File: src/inc/iab_pkg.sv
// package for the i2c own-address and bit-rate block
// holds register offsets, field layout, rate table and the command set;
// assumes a 32-bit avalon-mm register bus with word-aligned offsets
package iab_pkg;

    // ------------------------------------------------------------
    // register map
    // ------------------------------------------------------------
    localparam logic [3:0] OFS_OWN_ADDR = 4'h0;  // own_slave_address
    localparam logic [3:0] OFS_DIVIDER  = 4'h4;  // bit_rate_divider
    localparam logic [3:0] OFS_STATUS   = 4'h8;  // engine status, ro
    localparam logic [7:0] RST_OWN_ADDR = 8'h00; // reset values
    localparam logic [7:0] RST_DIVIDER  = 8'h00;

    // ------------------------------------------------------------
    // field layout
    // ------------------------------------------------------------
    localparam int ADDR_LSB = 1;                  // address in bits 7:1
    localparam int ADDR_MSB = 7;
    localparam int CODE_LSB = 0;                  // clock_rate_code 5:0
    localparam int CODE_MSB = 5;
    localparam int RATE_MULTIPLIER_LSB = 6;                  // rate_multiplier 7:6
    localparam int RATE_MULTIPLIER_MSB = 7;
    localparam logic [1:0] RATE_MULTIPLIER_X1 = 2'h0;        // shift amounts
    localparam logic [1:0] RATE_MULTIPLIER_X2 = 2'h1;
    localparam logic [1:0] RATE_MULTIPLIER_X4 = 2'h2;

    // ------------------------------------------------------------
    // types
    // ------------------------------------------------------------
    typedef enum logic [1:0] {CMD_START, CMD_BIT, CMD_STOP} iab_cmd_t;

    typedef struct packed {
        logic [11:0] div;   // scl divider
        logic [9:0]  sda;   // sda hold value
        logic [10:0] sta;   // scl start hold value
        logic [10:0] stp;   // scl stop hold value
    } iab_rate_t;

    // rate code to divider and hold values
    function automatic iab_rate_t iab_rate_lookup(input logic [5:0] c);
        logic [43:0] r;
        case (c)
            6'h00: r = {12'h014, 10'h007, 11'h006, 11'h00B};
            6'h01: r = {12'h016, 10'h007, 11'h007, 11'h00C};
            6'h02: r = {12'h018, 10'h008, 11'h008, 11'h00D};
            6'h03: r = {12'h01A, 10'h008, 11'h009, 11'h00E};
            6'h04: r = {12'h01C, 10'h009, 11'h00A, 11'h00F};
            6'h05: r = {12'h01E, 10'h009, 11'h00B, 11'h010};
            6'h06: r = {12'h022, 10'h00A, 11'h00D, 11'h012};
            6'h07: r = {12'h028, 10'h00A, 11'h010, 11'h015};
            6'h08: r = {12'h01C, 10'h007, 11'h00A, 11'h00F};
            6'h09: r = {12'h020, 10'h007, 11'h00C, 11'h011};
            6'h0A: r = {12'h024, 10'h009, 11'h00E, 11'h013};
            6'h0B: r = {12'h028, 10'h009, 11'h010, 11'h015};
            6'h0C: r = {12'h02C, 10'h00B, 11'h012, 11'h017};
            6'h0D: r = {12'h030, 10'h00B, 11'h014, 11'h019};
            6'h0E: r = {12'h038, 10'h00D, 11'h018, 11'h01D};
            6'h0F: r = {12'h044, 10'h00D, 11'h01E, 11'h023};
            6'h10: r = {12'h030, 10'h009, 11'h012, 11'h019};
            6'h11: r = {12'h038, 10'h009, 11'h016, 11'h01D};
            6'h12: r = {12'h040, 10'h00D, 11'h01A, 11'h021};
            6'h13: r = {12'h048, 10'h00D, 11'h01E, 11'h025};
            6'h14: r = {12'h050, 10'h011, 11'h022, 11'h029};
            6'h15: r = {12'h058, 10'h011, 11'h026, 11'h02D};
            6'h16: r = {12'h068, 10'h015, 11'h02E, 11'h035};
            6'h17: r = {12'h080, 10'h015, 11'h03A, 11'h041};
            6'h18: r = {12'h050, 10'h009, 11'h026, 11'h029};
            6'h19: r = {12'h060, 10'h009, 11'h02E, 11'h031};
            6'h1A: r = {12'h070, 10'h011, 11'h036, 11'h039};
            6'h1B: r = {12'h080, 10'h011, 11'h03E, 11'h041};
            6'h1C: r = {12'h090, 10'h019, 11'h046, 11'h049};
            6'h1D: r = {12'h0A0, 10'h019, 11'h04E, 11'h051};
            6'h1E: r = {12'h0C0, 10'h021, 11'h05E, 11'h061};
            6'h1F: r = {12'h0F0, 10'h021, 11'h076, 11'h079};
            6'h20: r = {12'h0A0, 10'h011, 11'h04E, 11'h051};
            6'h21: r = {12'h0C0, 10'h011, 11'h05E, 11'h061};
            6'h22: r = {12'h0E0, 10'h021, 11'h06E, 11'h071};
            6'h23: r = {12'h100, 10'h021, 11'h07E, 11'h081};
            6'h24: r = {12'h120, 10'h031, 11'h08E, 11'h091};
            6'h25: r = {12'h140, 10'h031, 11'h09E, 11'h0A1};
            6'h26: r = {12'h180, 10'h041, 11'h0BE, 11'h0C1};
            6'h27: r = {12'h1E0, 10'h041, 11'h0EE, 11'h0F1};
            6'h28: r = {12'h140, 10'h021, 11'h09E, 11'h0A1};
            6'h29: r = {12'h180, 10'h021, 11'h0BE, 11'h0C1};
            6'h2A: r = {12'h1C0, 10'h041, 11'h0DE, 11'h0E1};
            6'h2B: r = {12'h200, 10'h041, 11'h0FE, 11'h101};
            6'h2C: r = {12'h240, 10'h061, 11'h11E, 11'h121};
            6'h2D: r = {12'h280, 10'h061, 11'h13E, 11'h141};
            6'h2E: r = {12'h300, 10'h081, 11'h17E, 11'h181};
            6'h2F: r = {12'h3C0, 10'h081, 11'h1DE, 11'h1E1};
            6'h30: r = {12'h280, 10'h041, 11'h13E, 11'h141};
            6'h31: r = {12'h300, 10'h041, 11'h17E, 11'h181};
            6'h32: r = {12'h380, 10'h081, 11'h1BE, 11'h1C1};
            6'h33: r = {12'h400, 10'h081, 11'h1FE, 11'h201};
            6'h34: r = {12'h480, 10'h0C1, 11'h23E, 11'h241};
            6'h35: r = {12'h500, 10'h0C1, 11'h27E, 11'h281};
            6'h36: r = {12'h600, 10'h101, 11'h2FE, 11'h301};
            6'h37: r = {12'h780, 10'h101, 11'h3BE, 11'h3C1};
            6'h38: r = {12'h500, 10'h081, 11'h27E, 11'h281};
            6'h39: r = {12'h600, 10'h081, 11'h2FE, 11'h301};
            6'h3A: r = {12'h700, 10'h101, 11'h37E, 11'h381};
            6'h3B: r = {12'h800, 10'h101, 11'h3FE, 11'h401};
            6'h3C: r = {12'h900, 10'h181, 11'h47E, 11'h481};
            6'h3D: r = {12'hA00, 10'h181, 11'h4FE, 11'h501};
            6'h3E: r = {12'hC00, 10'h201, 11'h5FE, 11'h601};
            default: r = {12'hF00, 10'h201, 11'h77E, 11'h781};
        endcase
        return iab_rate_t'(r);
    endfunction : iab_rate_lookup

endpackage : iab_pkg

File: src/rtl/iab_core.sv
// own slave address store and scl/sda timing engine of the i2c block
// assumes a single 100 MHz bus clock, an avalon-mm master on the
// register side and open-drain scl/sda resolved outside this module
//
// Our own choices: the register offsets and the Avalon-MM register port.
module iab_core (
    input  wire logic        i_clk,         // bus clock, 100 MHz
    input  wire logic        i_resetn,      // sync reset, active low
    input  wire logic [3:0]  i_address,     // avalon byte address
    input  wire logic        i_read,        // avalon read
    input  wire logic        i_write,       // avalon write
    input  wire logic [31:0] i_writedata,   // avalon write data
    input  wire logic [3:0]  i_byteenable,  // avalon byte enables
    output logic      [31:0] o_readdata,    // avalon read data
    output logic             o_waitrequest, // avalon wait
    input  wire logic        i_cmd_valid,   // engine command strobe
    input  wire logic [1:0]  i_cmd,         // iab_cmd_t code
    input  wire logic        i_cmd_bit,     // bit to send, 1 = release
    output logic             o_cmd_ready,   // engine can take command
    output logic             o_rx_bit,      // sda sampled at scl high
    output logic      [6:0]  o_own_addr,    // own slave address
    input  wire logic        i_scl,         // scl pin level
    output logic             o_scl,         // scl output value
    output logic             o_scl_oe,      // high: pull scl low
    input  wire logic        i_sda,         // sda pin level
    output logic             o_sda,         // sda output value
    output logic             o_sda_oe       // high: pull sda low
);

    // ------------------------------------------------------------
    // declarations
    // ------------------------------------------------------------
    typedef enum logic [2:0] {
        S_IDLE, S_STA_HOLD, S_PARK, S_LOW_HOLD, S_LOW_REST,
        S_HIGH, S_STP_HOLD
    } iab_state_t;

    iab_state_t       st_q, st_d;        // engine state
    logic [7:0]       addr_q;            // own_slave_address
    logic [7:0]       div_q;             // bit_rate_divider
    logic             ack_q;             // bus answer cycle
    logic [31:0]      rdata_q;           // read data flop
    logic [15:0]      cnt_q, cnt_d;      // phase down-counter
    logic             stop_q;            // low phase ends in stop
    logic             bit_q;             // bit being sent
    logic             sda_oe_q;          // sda pull-down
    logic             scl_oe_q;          // scl pull-down
    logic             rx_q;              // received bit
    logic [1:0]       scl_s_q, sda_s_q;  // pin synchronisers

    // ------------------------------------------------------------
    // bus decode
    // ------------------------------------------------------------
    wire        req_w   = i_read | i_write;
    wire        wr_w    = i_write & ack_q & i_byteenable[0];
    wire        hit_a_w = i_address == iab_pkg::OFS_OWN_ADDR;
    wire        hit_d_w = i_address == iab_pkg::OFS_DIVIDER;
    wire        hit_s_w = i_address == iab_pkg::OFS_STATUS;
    wire [7:0]  stat_w  = {4'h0, rx_q, sda_s_q[1], scl_s_q[1],
                           o_cmd_ready};
    // unmapped offsets read zero, writes to them are dropped
    wire [7:0]  rsel_w  = hit_a_w ? addr_q :
                          hit_d_w ? div_q  :
                          hit_s_w ? stat_w : 8'h00;

    // every access answers after exactly one wait cycle
    assign o_waitrequest = req_w & ~ack_q;
    assign o_readdata    = rdata_q;

    // ------------------------------------------------------------
    // rate selection
    // ------------------------------------------------------------
    wire [5:0]  code_w = div_q[iab_pkg::CODE_MSB:iab_pkg::CODE_LSB];
    wire [1:0]  rate_multiplier_w = div_q[iab_pkg::RATE_MULTIPLIER_MSB:iab_pkg::RATE_MULTIPLIER_LSB];
    // reserved multiplier encoding falls back to x1
    wire [1:0]  sh_w   = (rate_multiplier_w == iab_pkg::RATE_MULTIPLIER_X2) ? 2'h1 :
                         (rate_multiplier_w == iab_pkg::RATE_MULTIPLIER_X4) ? 2'h2 : 2'h0;
    wire iab_pkg::iab_rate_t rate_w = iab_pkg::iab_rate_lookup(code_w);
    // table values scaled by the multiplier
    wire [15:0] per_w  = 16'({4'h0, rate_w.div} << sh_w);
    wire [15:0] half_w = per_w >> 1;
    wire [15:0] sdah_w = 16'({6'h00, rate_w.sda} << sh_w);
    wire [15:0] stah_w = 16'({5'h00, rate_w.sta} << sh_w);
    wire [15:0] stph_w = 16'({5'h00, rate_w.stp} << sh_w);
    // rest of low phase, never below one cycle
    wire [15:0] rest_w = (half_w > sdah_w) ? half_w - sdah_w : 16'h0001;
    wire        done_w = cnt_q == 16'h0000;
    wire        take_w = i_cmd_valid & o_cmd_ready;

    assign o_cmd_ready = (st_q == S_IDLE) | (st_q == S_PARK);
    assign o_own_addr  = addr_q[iab_pkg::ADDR_MSB:iab_pkg::ADDR_LSB];
    assign o_scl       = 1'b0;
    assign o_sda       = 1'b0;
    assign o_scl_oe    = scl_oe_q;
    assign o_sda_oe    = sda_oe_q;
    assign o_rx_bit    = rx_q;

    // ------------------------------------------------------------
    // registers and bus answer
    // ------------------------------------------------------------
    always_ff @(posedge i_clk) begin
        if (!i_resetn) begin
            addr_q  <= iab_pkg::RST_OWN_ADDR;
            div_q   <= iab_pkg::RST_DIVIDER;
            ack_q   <= 1'b0;
            rdata_q <= 32'h0000_0000;
        end else begin
            ack_q   <= req_w & ~ack_q;
            rdata_q <= {24'h00_0000, rsel_w};
            if (wr_w && hit_a_w) begin
                addr_q <= i_writedata[7:0];
            end
            if (wr_w && hit_d_w) begin
                div_q <= i_writedata[7:0];
            end
        end
    end

    // pins come from outside: two flops before any use
    always_ff @(posedge i_clk) begin
        if (!i_resetn) begin
            scl_s_q <= 2'h3;
            sda_s_q <= 2'h3;
        end else begin
            scl_s_q <= {scl_s_q[0], i_scl};
            sda_s_q <= {sda_s_q[0], i_sda};
        end
    end

    // ------------------------------------------------------------
    // timing engine, next state
    // ------------------------------------------------------------
    always_comb begin
        st_d  = st_q;
        cnt_d = done_w ? cnt_q : cnt_q - 16'h0001;
        case (st_q)
            S_IDLE: begin
                if (take_w && i_cmd == iab_pkg::CMD_START) begin
                    st_d  = S_STA_HOLD;
                    cnt_d = stah_w - 16'h0001;
                end
            end
            S_STA_HOLD: begin
                if (done_w) begin
                    st_d = S_PARK;
                end
            end
            S_PARK: begin
                if (take_w && i_cmd != iab_pkg::CMD_START) begin
                    st_d  = S_LOW_HOLD;
                    cnt_d = sdah_w - 16'h0001;
                end
            end
            S_LOW_HOLD: begin
                if (done_w) begin
                    st_d  = S_LOW_REST;
                    cnt_d = rest_w - 16'h0001;
                end
            end
            S_LOW_REST: begin
                if (done_w) begin
                    st_d  = stop_q ? S_STP_HOLD : S_HIGH;
                    cnt_d = (stop_q ? stph_w : half_w) - 16'h0001;
                end
            end
            S_HIGH: begin
                if (done_w) begin
                    st_d = S_PARK;
                end
            end
            S_STP_HOLD: begin
                if (done_w) begin
                    st_d = S_IDLE;
                end
            end
            default: begin
                st_d = S_IDLE;
            end
        endcase
    end

    // state, counter and pin drive; pins follow the state change
    always_ff @(posedge i_clk) begin
        if (!i_resetn) begin
            st_q     <= S_IDLE;
            cnt_q    <= 16'h0000;
            stop_q   <= 1'b0;
            bit_q    <= 1'b1;
            sda_oe_q <= 1'b0;
            scl_oe_q <= 1'b0;
            rx_q     <= 1'b0;
        end else begin
            st_q  <= st_d;
            cnt_q <= cnt_d;
            if (take_w) begin
                stop_q <= i_cmd == iab_pkg::CMD_STOP;
                bit_q  <= i_cmd_bit;
            end
            // sda changes only here: at the start take, or once a low or stop hold has run out
            if (st_q == S_IDLE && st_d == S_STA_HOLD) begin
                sda_oe_q <= 1'b1;
            end else if (st_q == S_LOW_HOLD && done_w) begin
                sda_oe_q <= stop_q | ~bit_q;
            end else if (st_q == S_STP_HOLD && done_w) begin
                sda_oe_q <= 1'b0;
            end
            // scl low in park and in the low hold and low rest phases
            scl_oe_q <= (st_d == S_PARK) | (st_d == S_LOW_HOLD) |
                        (st_d == S_LOW_REST);
            if (st_q == S_HIGH && done_w) begin
                rx_q <= sda_s_q[1];
            end
        end
    end

    // ------------------------------------------------------------
    // checks
    // ------------------------------------------------------------
    logic [15:0] hi_cnt_q;   // cycles spent in the current phase
    always_ff @(posedge i_clk) begin
        if (!i_resetn || st_q != st_d) begin
            hi_cnt_q <= 16'h0000;
        end else begin
            hi_cnt_q <= hi_cnt_q + 16'h0001;
        end
    end
endmodule : iab_core

File: config.mk
export PLATFORM = sky130hd
export DESIGN_NAME = iab_core
export DESIGN_NICKNAME = d
export VERILOG_FILES = /design/src/inc/iab_pkg.sv /design/src/rtl/iab_core.sv
export SDC_FILE = /design/constraint.sdc
export NUM_CORES = 1
export LEC_CHECK = 0
export ABC_CLOCK_PERIOD_IN_PS = 17300
export BUFFER_PORTS_ARGS = -buffer_cell sky130_fd_sc_hd__buf_4
export CAP_MARGIN = 20
export CORE_ASPECT_RATIO = 1.2
export CORE_MARGIN = 4
export CORE_UTILIZATION = 62
export CTS_CLUSTER_DIAMETER = 120
export DETAILED_ROUTE_END_ITERATION = 10
export PLACE_DENSITY = 0.84
export SYNTH_ARGS = -nofsm -noshare
export SYNTH_HDL_FRONTEND = slang
export SYNTH_SLANG_ARGS = --single-unit
File: constraint.sdc
create_clock -name i_clk -period 17.3 [get_ports i_clk]
set_input_delay 0.865 -clock i_clk [delete_from_list [all_inputs] [get_ports i_clk]]
set_output_delay 0.865 -clock i_clk [all_outputs]
set_load 0.005 [all_outputs]
==> impl_metrics.toml <==
[placement]
placed_cells = 1294
gp_congestion = 0.9756
io_buffers = 42
place_area_um2 = 8650
post-dp-hpwl_mm = 18.41

[logic_synthesis]
synthArstFlopShare_pct = 0
synth_area_per_cell_um2 = 7.383
synth-seq-cells = 89
synth_edf_count = 0
syn_inst = 1149
ys_types = 85
synth-seq-area-share_pct = 21.00
synth_ff_type = "dfxtp_1"
ys_warn_count = 0
syn-cell-area_um2 = 8483

[drt]
route.detailed.drc = 0
wl_mm = 24.70
drtIter0Drc = 1189
drt-pass1-iter-count = 6
num_vias = 8564
routed_via_density = 6.537
ant_nets = 0
wl_per_cell_um = 18.86

[setup_path]
path_buf_inv = 1
critPathKind = "flip-flop to flip-flop"
worstPathRequired_ns = 17.55
cp-end-kind = "flip-flop"
cp_max_fo = 70
crit_arrival_ns = 6.54
slowest_delay_ns = 0.71
slowest_stage = "buf_4"
cp_top_family = "simple AND/OR/NAND/NOR gates"
startpoint_type = "flip-flop"
crit_chain = "buf_4, nand2b_1, o211ai_1, o21ai_0, ha_1, nand3_1, a21o_1, o2bb2ai_1, nor3_1, nor3_1, and2_1, ha_1, a21boi_1, nand4b_1, o41ai_2, xnor2_1, o211ai_2, and4_1"

[finish]
fill_cells = 1131
final_common_cell = "nor2_1"
postLayoutCellArea_um2 = 8949
fin_util_pct = 67.31
syn_to_final_growth_pct = 5.487
nNetsFinal = 1215
instances_no_fill = 1310
n_antenna_cell = 0
drive_gt1_share_pct = 10.07
final_cell_mix = "nor2_1 (115), o21ai_0 (94), nand2_1 (88), dfxtp_1 (87), a21oi_1 (79)"

[global_route]
antenna_found_initial = 0
grt_usage_pct = 31.41
grt-ovfl-total = 0
grt_pass1_wl_mm = 39.77
grt_pass1_vias = 7675
grt_max_degree = 71

[clock_tree]
clock_tree.root_cell = "clkbuf_16"
insertion_delay_ns = 0.36
cts_tree = "done"
ctsHoldBuffers = 0
cts_resized = 0
cts.sinks = 89
clk_path_buf_depth = 2
htreeDepth = 3
cts_buffers = 9
cts_setup_buffers = 0
cts.clk_slew.worst_paths_ns = 0.07

[timing]
skew_ns = 0.01306
worst_pin_slew_ns = 0.9891
finalSetupTns_ns = 0
finalSetupViolations = 0
slew_headroom_pct = 33.82
hold_viol = 0
fmax_ghz = 0.1589
slew_viol_final = 0
post-route-period-util_pct = 36.37
rsz0062_at_grt = "false"
period_needed_ns = 6.292

[power]
p_per_area_nw_per_um2 = 76.75
ir_drop_mv = 0.1846
p_leak_nw = 3.388

[floorplanning]
die_w_um = 114.8
dieArea_um2 = 15630
die-height_um = 136.1
core-area_um2 = 13300
rows = 46
io_pins = 96
start_util_pct = 63.81

[run]
cap_violations = 0

[min_path]
holdCritPathClass = "flip-flop to flip-flop"

[run_status]
run_status = "finished, final reports clean"
through the flow:
step / total power [mW] / setup WS [ns] / hold slack (ns)
after detailed placement: 0.4846 / 11.19 / 0.4060
after floorplan: 0.4278 / 11.54 / 0.3863
after global placement: 0.4809 / 11.37 / 0.3899
final: 0.6868 / 11.01 / 0.4312
after global routing: 0.7191 / 10.59 / 0.4356
after CTS: 0.6783 / 11.15 / 0.4311
path summary, 6_finish.rpt:
kind,startpoint,end,slack (ns),cells past startpoint
max reg2reg,div_q[6]$_SDFFE_PN0P_,cnt_q[12]$_SDFF_PN0_,11.01,18
max,div_q[6]$_SDFFE_PN0P_,cnt_q[12]$_SDFF_PN0_,11.01,18
min,sda_s_q[0]$_SDFF_PN1_,sda_s_q[1]$_SDFF_PN1_,0.43,1
min reg2reg,sda_s_q[0]$_SDFF_PN1_,sda_s_q[1]$_SDFF_PN1_,0.43,1
logic make-up (layout without fill, tap and decap cells):
logic type | after synthesis | count (layout) | share of synthesized area, %
fa+ha+maj | 30 | 30 | 4.469
mux | 85 | 85 | 10.66
compound gates | 343 | 343 | 26.03
other cells | 2 | 27 | 0.08853
xor+xnor | 56 | 56 | 5.959
flops | 89 | 89 | 21.00
buf+inv | 141 | 109 | 8.097
simple gates | 403 | 403 | 23.69
cell usage after synthesis (13+ instances only):
cell / number / share of area, %
nand2_1: 88 / 3.9
o31ai_1: 13 / 1.2
nor2_1: 115 / 5.1
nor3_1: 41 / 2.4
nand2b_1: 34 / 2.5
o21ai_0: 94 / 5.5
ha_1: 27 / 4.0
or3_1: 17 / 1.3
o211ai_1: 18 / 1.6
clkbuf_1: 43 / 1.9
nor2b_1: 19 / 1.4
mux2i_1: 66 / 7.8
o22ai_1: 17 / 1.3
mux2_2: 14 / 1.9
buf_4: 34 / 3.0
dfxtp_1: 89 / 21
nand3_1: 25 / 1.5
xnor2_1: 32 / 3.3
a21oi_1: 79 / 4.7
inv_1: 36 / 1.6
xor2_1: 22 / 2.3
worst register-to-register path, cell delays in order, from the launching register on:
cell and delay, ns:
dfxtp_4 0.59, buf_4 0.73, nand2b_1 0.18, o211ai_1 0.13
o21ai_0 0.28, ha_1 0.52, nand3_1 0.19, a21o_1 0.25
o2bb2ai_1 0.44, nor3_1 0.16, nor3_1 0.66, and2_1 0.35
ha_1 0.31, a21boi_1 0.29, nand4b_1 0.27, o41ai_2 0.34
xnor2_1 0.23, o211ai_2 0.10, and4_1 0.19
sequential cells by signal, summed over array words and instances, names as in the netlist:
register and cells:
bit_q 1, o_readdata 8, scl_s_q 2, addr_q 8, sda_s_q 2, stop_q 1
o_sda_oe 1, ack_q 1, st_q 3, o_rx_bit 1, rate_w 36, o_scl_oe 1
div_q 8, cnt_q 16
per-layer routing:
metal,share of wire [%],GRT usage (%)
met1,41,39.90
met3,6.2,3.740
met2,48,52.49
met4,5.2,15.46
met5,0,0
power by group:
part | internal, mW | switching, mW
Clock | 0.102 | 0.0946
Combinational | 0.0928 | 0.164
Sequential | 0.219 | 0.0149
Total | 0.414 | 0.273
final cells by class:
cell class              count  area (um^2)  share of cell area (%)
well taps                 168        210.2                   2.349
repair buffers             52        390.4                   4.362
clock inverters             7        73.82                  0.8249
flip-flops and latches     89         1787                   19.97
multi-input cells         944         6108                   68.26
clock buffers               9        225.2                   2.517
inverters                  41        153.9                   1.720
Note: power is estimated with default switching activity, not from simulation.
